**src/verilog/sff_defs.svh**
```systemverilog
// Offsets, field codes and reset values of the frame-format block
//----------------------------------------------------------------------
// Overview of operation
//----------------------------------------------------------------------
// Overview of operation
// RULE_01: Transmit phases bit picks single or dual frame
// RULE_02: Receive phase-one length N gives N+1 words
// RULE_03: Receive word code 0-5 means 8..32 bits
// RULE_04: Transmit phase-two word code 0-5 means 8..32 bits
// RULE_05: Receive reversal takes 32-bit words LSB first
// RULE_06: Transmit compand: MSB, LSB-first, mu-law, A-law
// RULE_07: Nonzero compand acts only for 8-bit words
// RULE_08: Frame ignore bit drops later syncs mid-frame
// RULE_09: Transmit delay code 0-2 delays first bit
// RULE_10: Reserved bits read zero, writes ignored
// RULE_11: Transmit control word keeps the fixed field layout
// RULE_12: Single-phase frames use phase-one settings only
`ifndef SFF_DEFS_SVH
`define SFF_DEFS_SVH

//----------------------------------------------------------------------
// Register byte offsets
//----------------------------------------------------------------------
`define SFF_OFS_RXFMT 8'h00
`define SFF_OFS_TXFMT 8'h04
`define SFF_OFS_TXDATA 8'h08
`define SFF_OFS_RXDATA 8'h0C
`define SFF_OFS_STATUS 8'h10
`define SFF_OFS_CTRL 8'h14

//----------------------------------------------------------------------
// Field codes and reset values
//----------------------------------------------------------------------
`define SFF_FMT_WMASK 32'hFFFF7FF0
`define SFF_FMT_RST 32'h00000000
`define SFF_BITS_8 3'h0
`define SFF_BITS_12 3'h1
`define SFF_BITS_16 3'h2
`define SFF_BITS_20 3'h3
`define SFF_BITS_24 3'h4
`define SFF_BITS_32 3'h5
`define SFF_CMP_MSB 2'h0
`define SFF_CMP_LSB 2'h1
`define SFF_CMP_MU 2'h2
`define SFF_CMP_A 2'h3
`define SFF_DLY_NONE 2'h0

//----------------------------------------------------------------------
// Status and control bit positions
//----------------------------------------------------------------------
`define SFF_ST_TXEMPTY 0
`define SFF_ST_RXFULL 1
`define SFF_ST_TXUNDER 2
`define SFF_ST_RXOVER 3
`define SFF_CT_TXEN 0
`define SFF_CT_RXEN 1

`endif

```
**src/verilog/sff_pkg.sv**
```systemverilog
// Types shared by the frame-format block
package sff_pkg;

	// Control word layout, same for transmit and receive
	typedef struct packed {
		logic dual;
		logic [6:0] len2;
		logic [2:0] bits2;
		logic [1:0] compand;
		logic syncIgnore;
		logic [1:0] delay;
		logic rsv15;
		logic [6:0] len1;
		logic [2:0] bits1;
		logic bitReverse;
		logic [3:0] rsvLow;
	} sff_fmt_t;

	typedef enum logic [2:0] {
		TX_IDLE = 3'h1,
		TX_DELAY = 3'h2,
		TX_SHIFT = 3'h4
	} sff_tx_state_t;

	typedef struct packed {
		logic bclk;
		logic fsync;
		logic din;
	} sff_pins_t;

endpackage
```
**src/verilog/sff_frame_port.sv**
```systemverilog
// Serial frame-format port with classic Wishbone register access
`timescale 1ns/1ns
`include "sff_defs.svh"

module sff_frame_port
(
	// Clock and reset
	input wire logic clk,
	input wire logic rst,
	// Wishbone slave
	input wire logic cyc_i,
	input wire logic stb_i,
	input wire logic we_i,
	input wire logic [7:0] adr_i,
	input wire logic [3:0] sel_i,
	input wire logic [31:0] dat_i,
	output logic [31:0] dat_o,
	output logic ack_o,
	// Serial link
	input wire logic bitClk,
	input wire logic frameSync,
	input wire logic serialIn,
	output logic serialOut,
	output logic serialOutEn
);

	//------------------------------------------------------------------
	// Helper functions
	//------------------------------------------------------------------
	function automatic logic [5:0] wordBits(input logic [2:0] code);
		case (code)
			`SFF_BITS_8: wordBits = 6'h08;
			`SFF_BITS_12: wordBits = 6'h0C;
			`SFF_BITS_16: wordBits = 6'h10;
			`SFF_BITS_20: wordBits = 6'h14;
			`SFF_BITS_24: wordBits = 6'h18;
			`SFF_BITS_32: wordBits = 6'h20;
			default: wordBits = 6'h08;
		endcase
	endfunction

	function automatic logic [31:0] rev32(input logic [31:0] d);
		logic [31:0] r;
		r = 32'h00000000;
		for (int i = 0; i < 32; i++)
			r[i] = d[31 - i];
		rev32 = r;
	endfunction

	// Linear 16-bit sample to mu-law or A-law byte
	function automatic logic [7:0] compress(input logic [15:0] s,
		input logic aLaw);
		logic sign;
		logic [15:0] mag;
		logic [2:0] seg;
		logic [3:0] mant;
		sign = s[15];
		mag = sign ? 16'(~s + 16'h0001) : s;
		seg = 3'h0;
		if (aLaw)
		begin
			mag = mag >> 3;
			for (int i = 5; i < 12; i++)
				if (mag[i])
					seg = 3'(i - 4);
			mant = (seg == 3'h0) ? mag[4:1] : 4'(mag >> seg);
			compress = {~sign, seg, mant} ^ 8'h55;
		end
		else
		begin
			mag = mag >> 2;
			if (mag > 16'h1FDE)
				mag = 16'h1FDE;
			mag = mag + 16'h0021;
			for (int i = 6; i < 13; i++)
				if (mag[i])
					seg = 3'(i - 5);
			mant = 4'(mag >> (seg + 3'h1));
			compress = ~{sign, seg, mant};
		end
	endfunction

	//------------------------------------------------------------------
	// Pin synchronisers and edge detect
	//------------------------------------------------------------------
	sff_pkg::sff_pins_t pinMeta;
	sff_pkg::sff_pins_t pinSync;
	sff_pkg::sff_pins_t pinLast;
	logic bclkRise;
	logic bclkFall;
	logic fsRise;
	logic fsLastFall;

	always_ff @(posedge clk or posedge rst)
		if (rst)
		begin
			pinMeta <= '0;
			pinSync <= '0;
			pinLast <= '0;
		end
		else
		begin
			pinMeta <= {bitClk, frameSync, serialIn};
			pinSync <= pinMeta;
			pinLast <= pinSync;
		end

	assign bclkRise = pinSync.bclk & ~pinLast.bclk;
	assign bclkFall = ~pinSync.bclk & pinLast.bclk;

	// Frame sync is sampled on falling bit clock edges
	always_ff @(posedge clk or posedge rst)
		if (rst)
			fsLastFall <= 1'b0;
		else if (bclkFall)
			fsLastFall <= pinSync.fsync;

	assign fsRise = bclkFall & pinSync.fsync & ~fsLastFall;

	//------------------------------------------------------------------
	// Registers and Wishbone slave
	//------------------------------------------------------------------
	logic [31:0] rxFmtReg;
	logic [31:0] txFmtReg;
	sff_pkg::sff_fmt_t rxFmt;
	sff_pkg::sff_fmt_t txFmt;
	logic [31:0] txHold;
	logic [31:0] rxWord;
	logic [1:0] ctrl;
	logic txEmpty;
	logic rxFull;
	logic txUnder;
	logic rxOver;
	logic busReq;
	logic busWr;
	logic [31:0] wmask;
	logic [31:0] status;
	logic txLoad;
	logic rxDone;

	assign rxFmt = sff_pkg::sff_fmt_t'(rxFmtReg);
	assign txFmt = sff_pkg::sff_fmt_t'(txFmtReg);
	assign busReq = cyc_i & stb_i & ~ack_o;
	assign busWr = busReq & we_i;
	assign wmask = {{8{sel_i[3]}}, {8{sel_i[2]}}, {8{sel_i[1]}},
		{8{sel_i[0]}}};
	assign status = {28'h0000000, rxOver, txUnder, rxFull, txEmpty};

	always_ff @(posedge clk or posedge rst)
		if (rst)
			ack_o <= 1'b0;
		else
			ack_o <= busReq;

	always_ff @(posedge clk or posedge rst)
		if (rst)
		begin
			rxFmtReg <= `SFF_FMT_RST;
			txFmtReg <= `SFF_FMT_RST;
			ctrl <= 2'h0;
		end
		else if (busWr)
		begin
			if (adr_i == `SFF_OFS_RXFMT)
				rxFmtReg <= (rxFmtReg & ~(wmask & `SFF_FMT_WMASK)) |
					(dat_i & wmask & `SFF_FMT_WMASK); // RULE_10 RULE_02
			if (adr_i == `SFF_OFS_TXFMT)
				txFmtReg <= (txFmtReg & ~(wmask & `SFF_FMT_WMASK)) |
					(dat_i & wmask & `SFF_FMT_WMASK); // RULE_10 RULE_11
			if (adr_i == `SFF_OFS_CTRL && sel_i[0])
				ctrl <= dat_i[1:0];
		end

	always_ff @(posedge clk or posedge rst)
		if (rst)
			dat_o <= 32'h00000000;
		else if (busReq && !we_i)
			case (adr_i)
				`SFF_OFS_RXFMT: dat_o <= rxFmtReg & `SFF_FMT_WMASK; // RULE_10
				`SFF_OFS_TXFMT: dat_o <= txFmtReg & `SFF_FMT_WMASK; // RULE_10
				`SFF_OFS_RXDATA: dat_o <= rxWord;
				`SFF_OFS_STATUS: dat_o <= status;
				`SFF_OFS_CTRL: dat_o <= {30'h00000000, ctrl};
				default: dat_o <= 32'h00000000;
			endcase

	// Transmit holding word; a word load wins over a same-cycle write
	always_ff @(posedge clk or posedge rst)
		if (rst)
		begin
			txHold <= 32'h00000000;
			txEmpty <= 1'b1;
		end
		else
		begin
			if (busWr && adr_i == `SFF_OFS_TXDATA)
			begin
				txHold <= (txHold & ~wmask) | (dat_i & wmask);
				txEmpty <= 1'b0;
			end
			if (txLoad)
				txEmpty <= 1'b1;
		end

	// Sticky flags; hardware set wins over software clear
	always_ff @(posedge clk or posedge rst)
		if (rst)
		begin
			rxFull <= 1'b0;
			txUnder <= 1'b0;
			rxOver <= 1'b0;
		end
		else
		begin
			if (busReq && !we_i && adr_i == `SFF_OFS_RXDATA)
				rxFull <= 1'b0;
			if (busWr && adr_i == `SFF_OFS_STATUS && sel_i[0])
			begin
				if (dat_i[`SFF_ST_TXUNDER])
					txUnder <= 1'b0;
				if (dat_i[`SFF_ST_RXOVER])
					rxOver <= 1'b0;
			end
			if (rxDone)
			begin
				rxFull <= 1'b1;
				if (rxFull)
					rxOver <= 1'b1;
			end
			if (txLoad && txEmpty)
				txUnder <= 1'b1;
		end

	//------------------------------------------------------------------
	// Transmit framing
	//------------------------------------------------------------------
	sff_pkg::sff_tx_state_t txState;
	logic startPend;
	logic txPhase2;
	logic [6:0] txWordCnt;
	logic [5:0] txBitCnt;
	logic [1:0] txDlyCnt;
	logic [31:0] txShift;
	logic txEnabled;
	logic doStart;
	logic usePhase2;
	logic [6:0] curLen;
	logic [2:0] curCode;
	logic lastInPhase;
	logic lastWord;
	logic wordDone;
	logic loadPhase2;
	logic [2:0] loadCode;
	logic [1:0] loadMode;
	logic [5:0] loadBits;
	logic [31:0] loadSrc;
	logic [31:0] loadWord;

	assign txEnabled = ctrl[`SFF_CT_TXEN];
	assign usePhase2 = txPhase2 & txFmt.dual; // RULE_12
	assign curLen = usePhase2 ? txFmt.len2 : txFmt.len1; // RULE_01 RULE_12
	assign curCode = usePhase2 ? txFmt.bits2 : txFmt.bits1; // RULE_04
	assign lastInPhase = (txWordCnt == curLen);
	assign lastWord = lastInPhase & (usePhase2 | ~txFmt.dual); // RULE_01
	assign wordDone = (txState == sff_pkg::TX_SHIFT) &&
		(txBitCnt == wordBits(curCode));
	// Later syncs restart the frame unless ignored mid-frame
	assign doStart = bclkRise & startPend & txEnabled &
		((txState == sff_pkg::TX_IDLE) | ~txFmt.syncIgnore); // RULE_08
	assign txLoad = bclkRise & ((doStart & (txFmt.delay == `SFF_DLY_NONE)) |
		(~doStart & (txState == sff_pkg::TX_DELAY) & (txDlyCnt == 2'h0)) |
		(~doStart & wordDone & ~lastWord)); // RULE_09

	always_comb
	begin
		if (doStart || txState == sff_pkg::TX_DELAY)
			loadPhase2 = 1'b0;
		else
			loadPhase2 = (lastInPhase | txPhase2) & txFmt.dual; // RULE_01
		loadCode = loadPhase2 ? txFmt.bits2 : txFmt.bits1; // RULE_12
		loadBits = wordBits(loadCode);
		// Companding only for 8-bit words
		loadMode = (loadCode == `SFF_BITS_8) ? txFmt.compand :
			`SFF_CMP_MSB; // RULE_07
		loadSrc = txEmpty ? 32'h00000000 : txHold;
		case (loadMode) // RULE_06
			`SFF_CMP_LSB: loadWord = rev32(loadSrc);
			`SFF_CMP_MU: loadWord = {compress(loadSrc[15:0], 1'b0), 24'h000000};
			`SFF_CMP_A: loadWord = {compress(loadSrc[15:0], 1'b1), 24'h000000};
			default: loadWord = loadSrc << (6'h20 - loadBits);
		endcase
		if (txFmt.bitReverse && loadCode == `SFF_BITS_32)
			loadWord = rev32(loadSrc);
	end

	always_ff @(posedge clk or posedge rst)
		if (rst)
			startPend <= 1'b0;
		else if (fsRise)
			startPend <= 1'b1;
		else if (bclkRise)
			startPend <= 1'b0;

	always_ff @(posedge clk or posedge rst)
		if (rst)
		begin
			txState <= sff_pkg::TX_IDLE;
			txPhase2 <= 1'b0;
			txWordCnt <= 7'h00;
			txDlyCnt <= 2'h0;
		end
		else if (!txEnabled)
			txState <= sff_pkg::TX_IDLE;
		else if (doStart)
		begin
			txPhase2 <= 1'b0;
			txWordCnt <= 7'h00;
			txDlyCnt <= 2'(txFmt.delay - 2'h1); // RULE_09
			txState <= (txFmt.delay == `SFF_DLY_NONE) ? sff_pkg::TX_SHIFT :
				sff_pkg::TX_DELAY;
		end
		else if (bclkRise)
			case (txState)
				sff_pkg::TX_DELAY:
					if (txDlyCnt == 2'h0)
						txState <= sff_pkg::TX_SHIFT;
					else
						txDlyCnt <= txDlyCnt - 2'h1;
				sff_pkg::TX_SHIFT:
					if (wordDone)
					begin
						if (lastWord)
							txState <= sff_pkg::TX_IDLE;
						else if (lastInPhase)
						begin
							txPhase2 <= 1'b1;
							txWordCnt <= 7'h00;
						end
						else
							txWordCnt <= txWordCnt + 7'h01;
					end
				default:
					txState <= sff_pkg::TX_IDLE;
			endcase

	always_ff @(posedge clk or posedge rst)
		if (rst)
		begin
			txShift <= 32'h00000000;
			txBitCnt <= 6'h00;
			serialOut <= 1'b0;
			serialOutEn <= 1'b0;
		end
		else if (txLoad)
		begin
			serialOut <= loadWord[31];
			txShift <= {loadWord[30:0], 1'b0};
			txBitCnt <= 6'h01;
			serialOutEn <= 1'b1;
		end
		else if (bclkRise)
		begin
			if (wordDone || txState != sff_pkg::TX_SHIFT || !txEnabled)
			begin
				serialOutEn <= 1'b0;
				serialOut <= 1'b0;
			end
			else
			begin
				serialOut <= txShift[31];
				txShift <= {txShift[30:0], 1'b0};
				txBitCnt <= txBitCnt + 6'h01;
			end
		end

	//------------------------------------------------------------------
	// Receive framing, phase-one settings
	//------------------------------------------------------------------
	logic rxActive;
	logic [1:0] rxDlyCnt;
	logic [6:0] rxWordCnt;
	logic [5:0] rxBitCnt;
	logic [31:0] rxShift;
	logic [5:0] rxBits;
	logic rxSample;

	assign rxBits = wordBits(rxFmt.bits1); // RULE_03
	assign rxSample = bclkFall & rxActive & ~fsRise & (rxDlyCnt == 2'h0);
	assign rxDone = rxSample & (rxBitCnt == rxBits - 6'h01);

	always_ff @(posedge clk or posedge rst)
		if (rst)
		begin
			rxActive <= 1'b0;
			rxDlyCnt <= 2'h0;
			rxWordCnt <= 7'h00;
			rxBitCnt <= 6'h00;
			rxShift <= 32'h00000000;
		end
		else if (!ctrl[`SFF_CT_RXEN])
			rxActive <= 1'b0;
		else if (fsRise && (!rxActive || !rxFmt.syncIgnore))
		begin
			rxActive <= 1'b1;
			rxDlyCnt <= rxFmt.delay;
			rxWordCnt <= 7'h00;
			rxBitCnt <= 6'h00;
		end
		else if (bclkFall && rxActive && rxDlyCnt != 2'h0)
			rxDlyCnt <= rxDlyCnt - 2'h1;
		else if (rxSample)
		begin
			rxShift <= {rxShift[30:0], pinSync.din};
			rxBitCnt <= rxDone ? 6'h00 : rxBitCnt + 6'h01;
			if (rxDone)
			begin
				rxWordCnt <= rxWordCnt + 7'h01;
				if (rxWordCnt == rxFmt.len1) // RULE_02
					rxActive <= 1'b0;
			end
		end

	always_ff @(posedge clk or posedge rst)
		if (rst)
			rxWord <= 32'h00000000;
		else if (rxDone)
		begin
			if (rxFmt.bitReverse && rxFmt.bits1 == `SFF_BITS_32)
				rxWord <= rev32({rxShift[30:0], pinSync.din}); // RULE_05
			else
				rxWord <= {rxShift[30:0], pinSync.din} &
					(32'hFFFFFFFF >> (6'h20 - rxBits)); // RULE_03
		end

endmodule

```
**config.mk**
```make
export PLATFORM = sky130hd
export DESIGN_NAME = sff_frame_port
export DESIGN_NICKNAME = d
export VERILOG_FILES = /design/src/verilog/sff_pkg.sv /design/src/verilog/sff_frame_port.sv
export VERILOG_INCLUDE_DIRS = /design/src /design/src/verilog
export SDC_FILE = /design/constraint.sdc
export NUM_CORES = 1
export LEC_CHECK = 0
export ABC_AREA = 1
export BUFFER_PORTS_ARGS = -buffer_cell sky130_fd_sc_hd__buf_2
export CORE_UTILIZATION = 50
export DETAILED_ROUTE_END_ITERATION = 10
export PLACE_DENSITY_LB_ADDON = 0.3
export SLEW_MARGIN = 20
export SYNTH_ARGS = -nofsm -noshare
export SYNTH_HDL_FRONTEND = slang
export SYNTH_SLANG_ARGS = --single-unit
```
**constraint.sdc**
```tcl
create_clock -name clk -period 12.2 [get_ports clk]
set_input_delay 2.44 -clock clk [delete_from_list [all_inputs] [get_ports clk]]
set_output_delay 2.44 -clock clk [all_outputs]
set_load 0.05 [all_outputs]
```
==> impl_metrics.toml, run 1 <==
[cts]
tritoncts.num_buffers = 29
cts.repair_timing.setup_buffer_count = 0
max-clock-path-buffers = 3
cts.hold.buffers_added = 0
insertion_delay_ns = 0.56
numClockSinks = 265
clkSlewWorstSetupHoldPaths_ns = 0.07
cts_root_buf = "sky130_fd_sc_hd__clkbuf_16"
post_cts_resized = 0
tritoncts = "built"
cts.htree.levels = 1

[synth]
netlist-cell-type-count = 52
count_of_flip_flops_with_a_built_in_enable_after_synthesis = 0
ys_top_cells_by_area = "sky130_fd_sc_hd__dfrtp_1 (43%), sky130_fd_sc_hd__nand2_1 (13%), sky130_fd_sc_hd__o21ai_0 (8.6%)"
synth_sequential_area_ratio_pct = 43.7
synth_commonest_cells = "sky130_fd_sc_hd__nand2_1 (518), sky130_fd_sc_hd__dfrtp_1 (263), sky130_fd_sc_hd__o21ai_0 (262)"
postSynth.asyncResetShare_pct = 100
synthesized_instance_count = 2064
post-synth-top-area-fraction_pct = 43.3
netlist.top_cell.by_area = "sky130_fd_sc_hd__dfrtp_1"
mapped_avg_cell_area_um2 = 7.36
syn-cell-area_mm2 = 0.0152
synth_top_flop_cell = "sky130_fd_sc_hd__dfrtp_1"
yosys.cell_count.top_type = "sky130_fd_sc_hd__nand2_1"
synth.ff_latch_count = 265
synthesis.nets = 2130
yosys_warnings = 0

[outcome]
outcome = "complete, no violations"

[drt]
number_of_iterations_in_the_first_detailed_routing_pass = 6
detail_route.vias_per_cell = 5.70
totalWireLength_mm = 46.1
drt_first_iter_violations = 1301
post-route-drc-count = 0
wl_per_cell_um = 18.3
dr_total_vias = 14300
drtAntennaViolNets = 0

[floorplanning]
design.portCount = 87
dieWidth_um = 176
placement_rows = 63
fp.dieH_um = 176
initial_core_util_pct = 51.0
fp.dieArea_mm2 = 0.0311
core_area_mm2 = 0.0298

[timing]
shortest_clock_period_the_worst_path_allows_after_layout_ns = 5.36
finalCritPeriodShare_pct = 43.9
timing.final.max_slew_violations = 0
fin_ws_ns = 6.84
setup_viol = 0
final-hold-violation-count = 0
fin_skew_ns = 0.0132
fin_tns_setup_ns = 0
actual_slew_at_the_worst_max_slew_pin_ns = 0.948
grt_setup_unrepaired = "no"
fin_hold_ws_ns = 0.349
max-slew-margin-rel_pct = 36.8
timing.fmax_ghz = 0.187

[global_routing]
first_global_vias = 13500
grt_remaining_overflow = 0
globalRouteTotalUtil_pct = 30.1
grt_first_pass_wirelength_mm = 73.5
grt_max_degree = 139
number_of_antenna_violations_at_the_first_check_in_global_routing = 0

[power]
fin_total_pwr_uw = 2200
static-leakage-power_uw = 0.00845
power_density_mw_per_mm2 = 131
vdd_drop_max_mv = 0.127

[finish]
filler_cell_count = 2785
register_area_mm2 = 0.00663
layout-area-overhead-vs-synth_pct = 10.9
antenna-diode-count = 0
layout.nets = 2170
multiInputGateArea_mm2 = 0.00715
layout-drive-gt1-share_pct = 10.5

[place]
post-dp-hpwl_mm = 34.6
placement.setup.worst_slack_ns = 6.05
place.gp.congestion = 0.972
numPortBuffers = 86

[setup_path]
worstPathArrival_ns = 5.85
worst-setup-path-type = "reg -> reg"
critical_path.endpoint_type = "flip-flop"
critPathLaunchType = "flip-flop"
worstPathRequired_ns = 12.69
critical_path_peak_fanout = 55

[worst_hold_path]
hold_path.class = "reg -> reg"

[job]
maxCapViolations = 0
[cells in the final DEF (no fill, tap or decap), types with 6 or more instances in the layout]
master | netlist | routed
sky130_fd_sc_hd__nand4_1 | 12 | 12
sky130_fd_sc_hd__o21ai_1 | 29 | 29
sky130_fd_sc_hd__inv_1 | 259 | 258
sky130_fd_sc_hd__o22ai_1 | 14 | 14
sky130_fd_sc_hd__a221oi_1 | 17 | 17
sky130_fd_sc_hd__nor2_2 | 8 | 11
sky130_fd_sc_hd__nor3_1 | 19 | 19
sky130_fd_sc_hd__nand2_2 | 22 | 23
sky130_fd_sc_hd__buf_2 | 23 | 86
sky130_fd_sc_hd__nand2_4 | 6 | 6
sky130_fd_sc_hd__nand2_1 | 518 | 517
sky130_fd_sc_hd__ha_1 | 14 | 14
sky130_fd_sc_hd__a311oi_1 | 11 | 11
sky130_fd_sc_hd__dfrtp_1 | 263 | 263
sky130_fd_sc_hd__o211ai_1 | 40 | 40
sky130_fd_sc_hd__a21oi_1 | 98 | 97
sky130_fd_sc_hd__xor2_1 | 25 | 25
sky130_fd_sc_hd__nor2_1 | 151 | 148
sky130_fd_sc_hd__o21ai_0 | 262 | 262
sky130_fd_sc_hd__clkinv_2 | 0 | 8
sky130_fd_sc_hd__mux2_2 | 9 | 9
sky130_fd_sc_hd__buf_4 | 1 | 12
sky130_fd_sc_hd__nand3_1 | 125 | 125
sky130_fd_sc_hd__clkbuf_16 | 0 | 29
sky130_fd_sc_hd__inv_2 | 11 | 11
[routing by layer]
metal / global-route usage [%] / part of all wire [%]
met5: 0 / 0
met4: 11.6 / 3.9
met3: 3.88 / 6.4
met2: 48.0 / 45
met1: 41.9 / 44
[path summary, 6_finish.rpt]
check / slack (ns) / to / startpoint / cells past startpoint
max: 6.84 / txShift[29] / flip-flop / 17
min in group asynchronous: 2.10 / pinMeta[1] / rst / 2
min: 0.35 / pinSync[0] / pinMeta[0] / 0
max reg2reg: 6.84 / txShift[29] / flip-flop / 17
min reg2reg: 0.35 / pinSync[0] / pinMeta[0] / 0
max in group asynchronous: 8.59 / asynchronous set/reset pin / rst / 3
[power by group]
part | switching [uW] | total (uW) | internal (uW) | leakage [uW]
Combinational | 171 | 253 | 81.5 | 0.00447
Clock | 376 | 941 | 564 | 0.000507
Sequential | 52.6 | 1010 | 955 | 0.00348
Total | 600 | 2200 | 1600 | 0.00845
[cells by family (layout without fill, tap and decap cells)]
group                      after synthesis  after routing  synth area share (%)
AOI/OAI and AO/OA                      503            503                  18.6
xor gates and xnor gates                30             30                  1.73
adders and majority gates               14             14                  1.15
buffers and inverters                  362            424                  9.36
DFF                                    265            265                  43.7
muxes                                   11             11                 0.799
and+or+nand+nor                        879            879                  24.6
[worst max-delay path, cell delays in order, from the launching register on]
cell and delay, ns:
sky130_fd_sc_hd__dfrtp_1 0.43, sky130_fd_sc_hd__nand2_2 0.27, sky130_fd_sc_hd__nand2_1 0.12, sky130_fd_sc_hd__o21ai_0 0.10, sky130_fd_sc_hd__xor2_1 0.16, sky130_fd_sc_hd__nor3_1 0.18, sky130_fd_sc_hd__nand4_1 0.19, sky130_fd_sc_hd__nand2_1 0.13
sky130_fd_sc_hd__nand3_2 0.19, sky130_fd_sc_hd__o21ai_2 0.26, sky130_fd_sc_hd__nand2_2 0.53, sky130_fd_sc_hd__ha_1 1.00, sky130_fd_sc_hd__inv_1 0.62, sky130_fd_sc_hd__o21ai_0 0.48, sky130_fd_sc_hd__o21ai_0 0.21, sky130_fd_sc_hd__nand3_1 0.14
sky130_fd_sc_hd__nand3_1 0.10, sky130_fd_sc_hd__a21oi_1 0.16
[cell type report]
class | instances | area share (%)
Multi-Input combinational cell | 1437 | 42.4
Clock buffer | 37 | 4.67
Timing Repair Buffer | 98 | 3.09
Clock inverter | 16 | 1.37
Sequential cell | 265 | 39.4
Tap cell | 390 | 2.90
Inverter | 273 | 6.13
[per-stage QoR]
step                util, %  instance area, um^2  std cells
CTS                    56.5                16800       2516
global placement       53.1                15800       2463
detailed placement     53.1                15800       2463
finish                 56.5                16800       2516
floorplan                 -                15200       2064
global route           56.5                16800       2516
No activity file was read; power rests on OpenSTA's default activity.
==> run 2, diff against run 1 <==
==> constraint.sdc (replaced) <==
create_clock -name clk -period 5.6 [get_ports clk]
set_input_delay 1.12 -clock clk [delete_from_list [all_inputs] [get_ports clk]]
set_output_delay 1.12 -clock clk [all_outputs]
set_load 0.05 [all_outputs]
==> run 2 against run 1 <==
  * Flip-flop and latch count unchanged
  * Utilization rose by 0.58 points
  * Clock skew increased by 0.033 ns
  * Clock power is 130% higher
  * Final cell count grew 0.52%
  * Global-route usage increased by 0.58 points
  * Clock-buffer cell count up 5
  * Combinational power grew 120%
  * Register-to-register slack worse by 6.1 ns
  * Sequential share of layout area down 0.40 points
  * Worst hold slack gained 0.0021 ns
  * Via count increased by 0.33%
  * Critical path type unchanged
  * Critical endpoint is now txShift[25]
  * Largest cell class unchanged
  * Highest routed layer unchanged
==> impl_metrics.toml, run 2 (synthesis gave the netlist of run 1 again) <==
[floorplanning]
fp.dieArea_mm2 = 0.0311
fp.dieH_um = 176
initial_core_util_pct = 51.0
core_area_mm2 = 0.0298
dieWidth_um = 176
placement_rows = 63
design.portCount = 87

[cts]
insertion_delay_ns = 0.59
cts_root_buf = "sky130_fd_sc_hd__clkbuf_16"
cts.repair_timing.setup_buffer_count = 0
cts.htree.levels = 1
tritoncts.num_buffers = 30
cts.hold.buffers_added = 0
numClockSinks = 265
clkSlewWorstSetupHoldPaths_ns = 0.06
tritoncts = "built"
max-clock-path-buffers = 3
post_cts_resized = 0

[global_routing]
grt_first_pass_wirelength_mm = 74.1
number_of_antenna_violations_at_the_first_check_in_global_routing = 1
first_global_vias = 13300
globalRouteTotalUtil_pct = 30.7
grt_remaining_overflow = 0
grt_max_degree = 176

[place]
place.gp.congestion = 0.961
post-dp-hpwl_mm = 35.0
numPortBuffers = 86

[timing]
finalCritPeriodShare_pct = 87.6
fin_tns_setup_ns = 0
fin_hold_ws_ns = 0.351
actual_slew_at_the_worst_max_slew_pin_ns = 0.925
max-slew-margin-rel_pct = 38.1
setup_viol = 0
final-hold-violation-count = 0
grt_setup_unrepaired = "no"
shortest_clock_period_the_worst_path_allows_after_layout_ns = 4.91
timing.fmax_ghz = 0.204
timing.final.max_slew_violations = 0
fin_skew_ns = 0.0465

[finish]
layout-area-overhead-vs-synth_pct = 12.0
final_common_cell = "sky130_fd_sc_hd__nand2_1"
layout.nets = 2180
filler_cell_count = 2851
layout-drive-gt1-share_pct = 10.9
mostFrequentLayoutCells = "sky130_fd_sc_hd__nand2_1 (517), sky130_fd_sc_hd__dfrtp_1 (263), sky130_fd_sc_hd__o21ai_0 (262), sky130_fd_sc_hd__inv_1 (258), sky130_fd_sc_hd__nor2_1 (149)"

[setup_path]
critical_path_peak_fanout = 24
critical_path.endpoint_type = "flip-flop"
worstPathRequired_ns = 6.08
critPathLaunchType = "flip-flop"
worst-setup-path-type = "reg -> reg"
worstPathArrival_ns = 5.38

[drt]
post-route-drc-count = 0
wl_per_cell_um = 18.6
number_of_iterations_in_the_first_detailed_routing_pass = 6
drtAntennaViolNets = 0
drt_first_iter_violations = 1806
dr_total_vias = 14400
totalWireLength_mm = 47.0
detail_route.vias_per_cell = 5.68

[job]
maxCapViolations = 0

[power]
vdd_drop_max_mv = 0.251
static-leakage-power_uw = 0.00852
power_density_mw_per_mm2 = 287

[outcome]
outcome = "complete, no violations"

[worst_hold_path]
hold_path.class = "reg -> reg"
[run 2: changes by cell type in the layout (fill, tap and decap cells not counted), sizes merged]
cell / before / now
clkinv: 11 / 8
buf: 98 / 107
diode: 0 / 1
clkinvlp: 0 / 4
clkbuf: 37 / 42
inv: 273 / 270
[run 2: cell type report]
class	instances	area [um^2]	area share (%)
Clock buffer	42	856	5.03
Timing Repair Buffer	107	621	3.65
Inverter	273	1030	6.05
Multi-Input combinational cell	1437	7140	42.0
Sequential cell	265	6630	39.0
Tap cell	390	488	2.87
Antenna cell	1	2.50	0.0147
Clock inverter	14	235	1.38
[run 2: layer usage]
metal | wire (um) | track usage, % | vias to the layer above
met5 | 0 | 0 | -
met4 | 1920 | 12.1 | 0
li1 | - | - | 6866
met2 | 20600 | 45.6 | 611
met3 | 3560 | 4.57 | 98
met1 | 21000 | 45.0 | 6802
[run 2: through the flow]
step / std cells / worst slack [ns] / power [uW] / utilization [%] / instance area [um^2]
finish: 2529 / 0.693 / 4890 / 57.1 / 17000
global route: 2529 / 0.288 / 5070 / 57.1 / 17000
CTS: 2527 / 0.770 / 4900 / 57.0 / 17000
detailed placement: 2471 / 0.812 / 2770 / 53.3 / 15900
global placement: 2471 / 0.836 / 2750 / 53.3 / 15900
floorplan: 2064 / 0.984 / 2590 / - / 15200
[run 2: final timing paths]
| check | from | endpoint | slack (ns) | cells after the start |
|---|---|---|---|---|
| hold reg to reg | pinMeta[1] | pinSync[1] | 0.35 | 0 |
| min in group asynchronous | rst | asynchronous set/reset pin | 0.62 | 3 |
| hold / removal | pinMeta[1] | pinSync[1] | 0.35 | 0 |
| setup / recovery | txEmpty | txShift[25] | 0.69 | 27 |
| setup reg to reg | txEmpty | txShift[25] | 0.69 | 27 |
| max in group asynchronous | rst | txShift[27] | 3.97 | 4 |
[run 2: where the power goes]
part	internal [uW]	switching (uW)
Combinational	182	371
Sequential	2080	115
Clock	1300	835
Total	3570	1320
[run 2: worst max-delay path: stages, from the launching register on]
cell                       delay [ns]
sky130_fd_sc_hd__dfstp_2         0.84
sky130_fd_sc_hd__inv_2           0.36
sky130_fd_sc_hd__o21ai_1         0.32
sky130_fd_sc_hd__nand3_2         0.22
sky130_fd_sc_hd__nand2_4         0.15
sky130_fd_sc_hd__nand2_1         0.06
sky130_fd_sc_hd__nand2_1         0.06
sky130_fd_sc_hd__nand2_1         0.16
sky130_fd_sc_hd__nor2_4          0.16
sky130_fd_sc_hd__nand2_2         0.08
sky130_fd_sc_hd__inv_2           0.08
sky130_fd_sc_hd__nand3_4         0.08
sky130_fd_sc_hd__nand2_4         0.15
sky130_fd_sc_hd__nor2_2          0.08
sky130_fd_sc_hd__nand3b_4        0.17
sky130_fd_sc_hd__nand2_1         0.13
sky130_fd_sc_hd__nand2_2         0.08
sky130_fd_sc_hd__nand2_4         0.16
sky130_fd_sc_hd__nand2_4         0.14
sky130_fd_sc_hd__ha_1            0.48
sky130_fd_sc_hd__inv_1           0.21
sky130_fd_sc_hd__nand3_1         0.15
sky130_fd_sc_hd__nand2_1         0.06
sky130_fd_sc_hd__nand2_1         0.05
sky130_fd_sc_hd__nand3_1         0.09
sky130_fd_sc_hd__nand3_1         0.09
sky130_fd_sc_hd__nand2_1         0.05
sky130_fd_sc_hd__a21oi_1         0.12
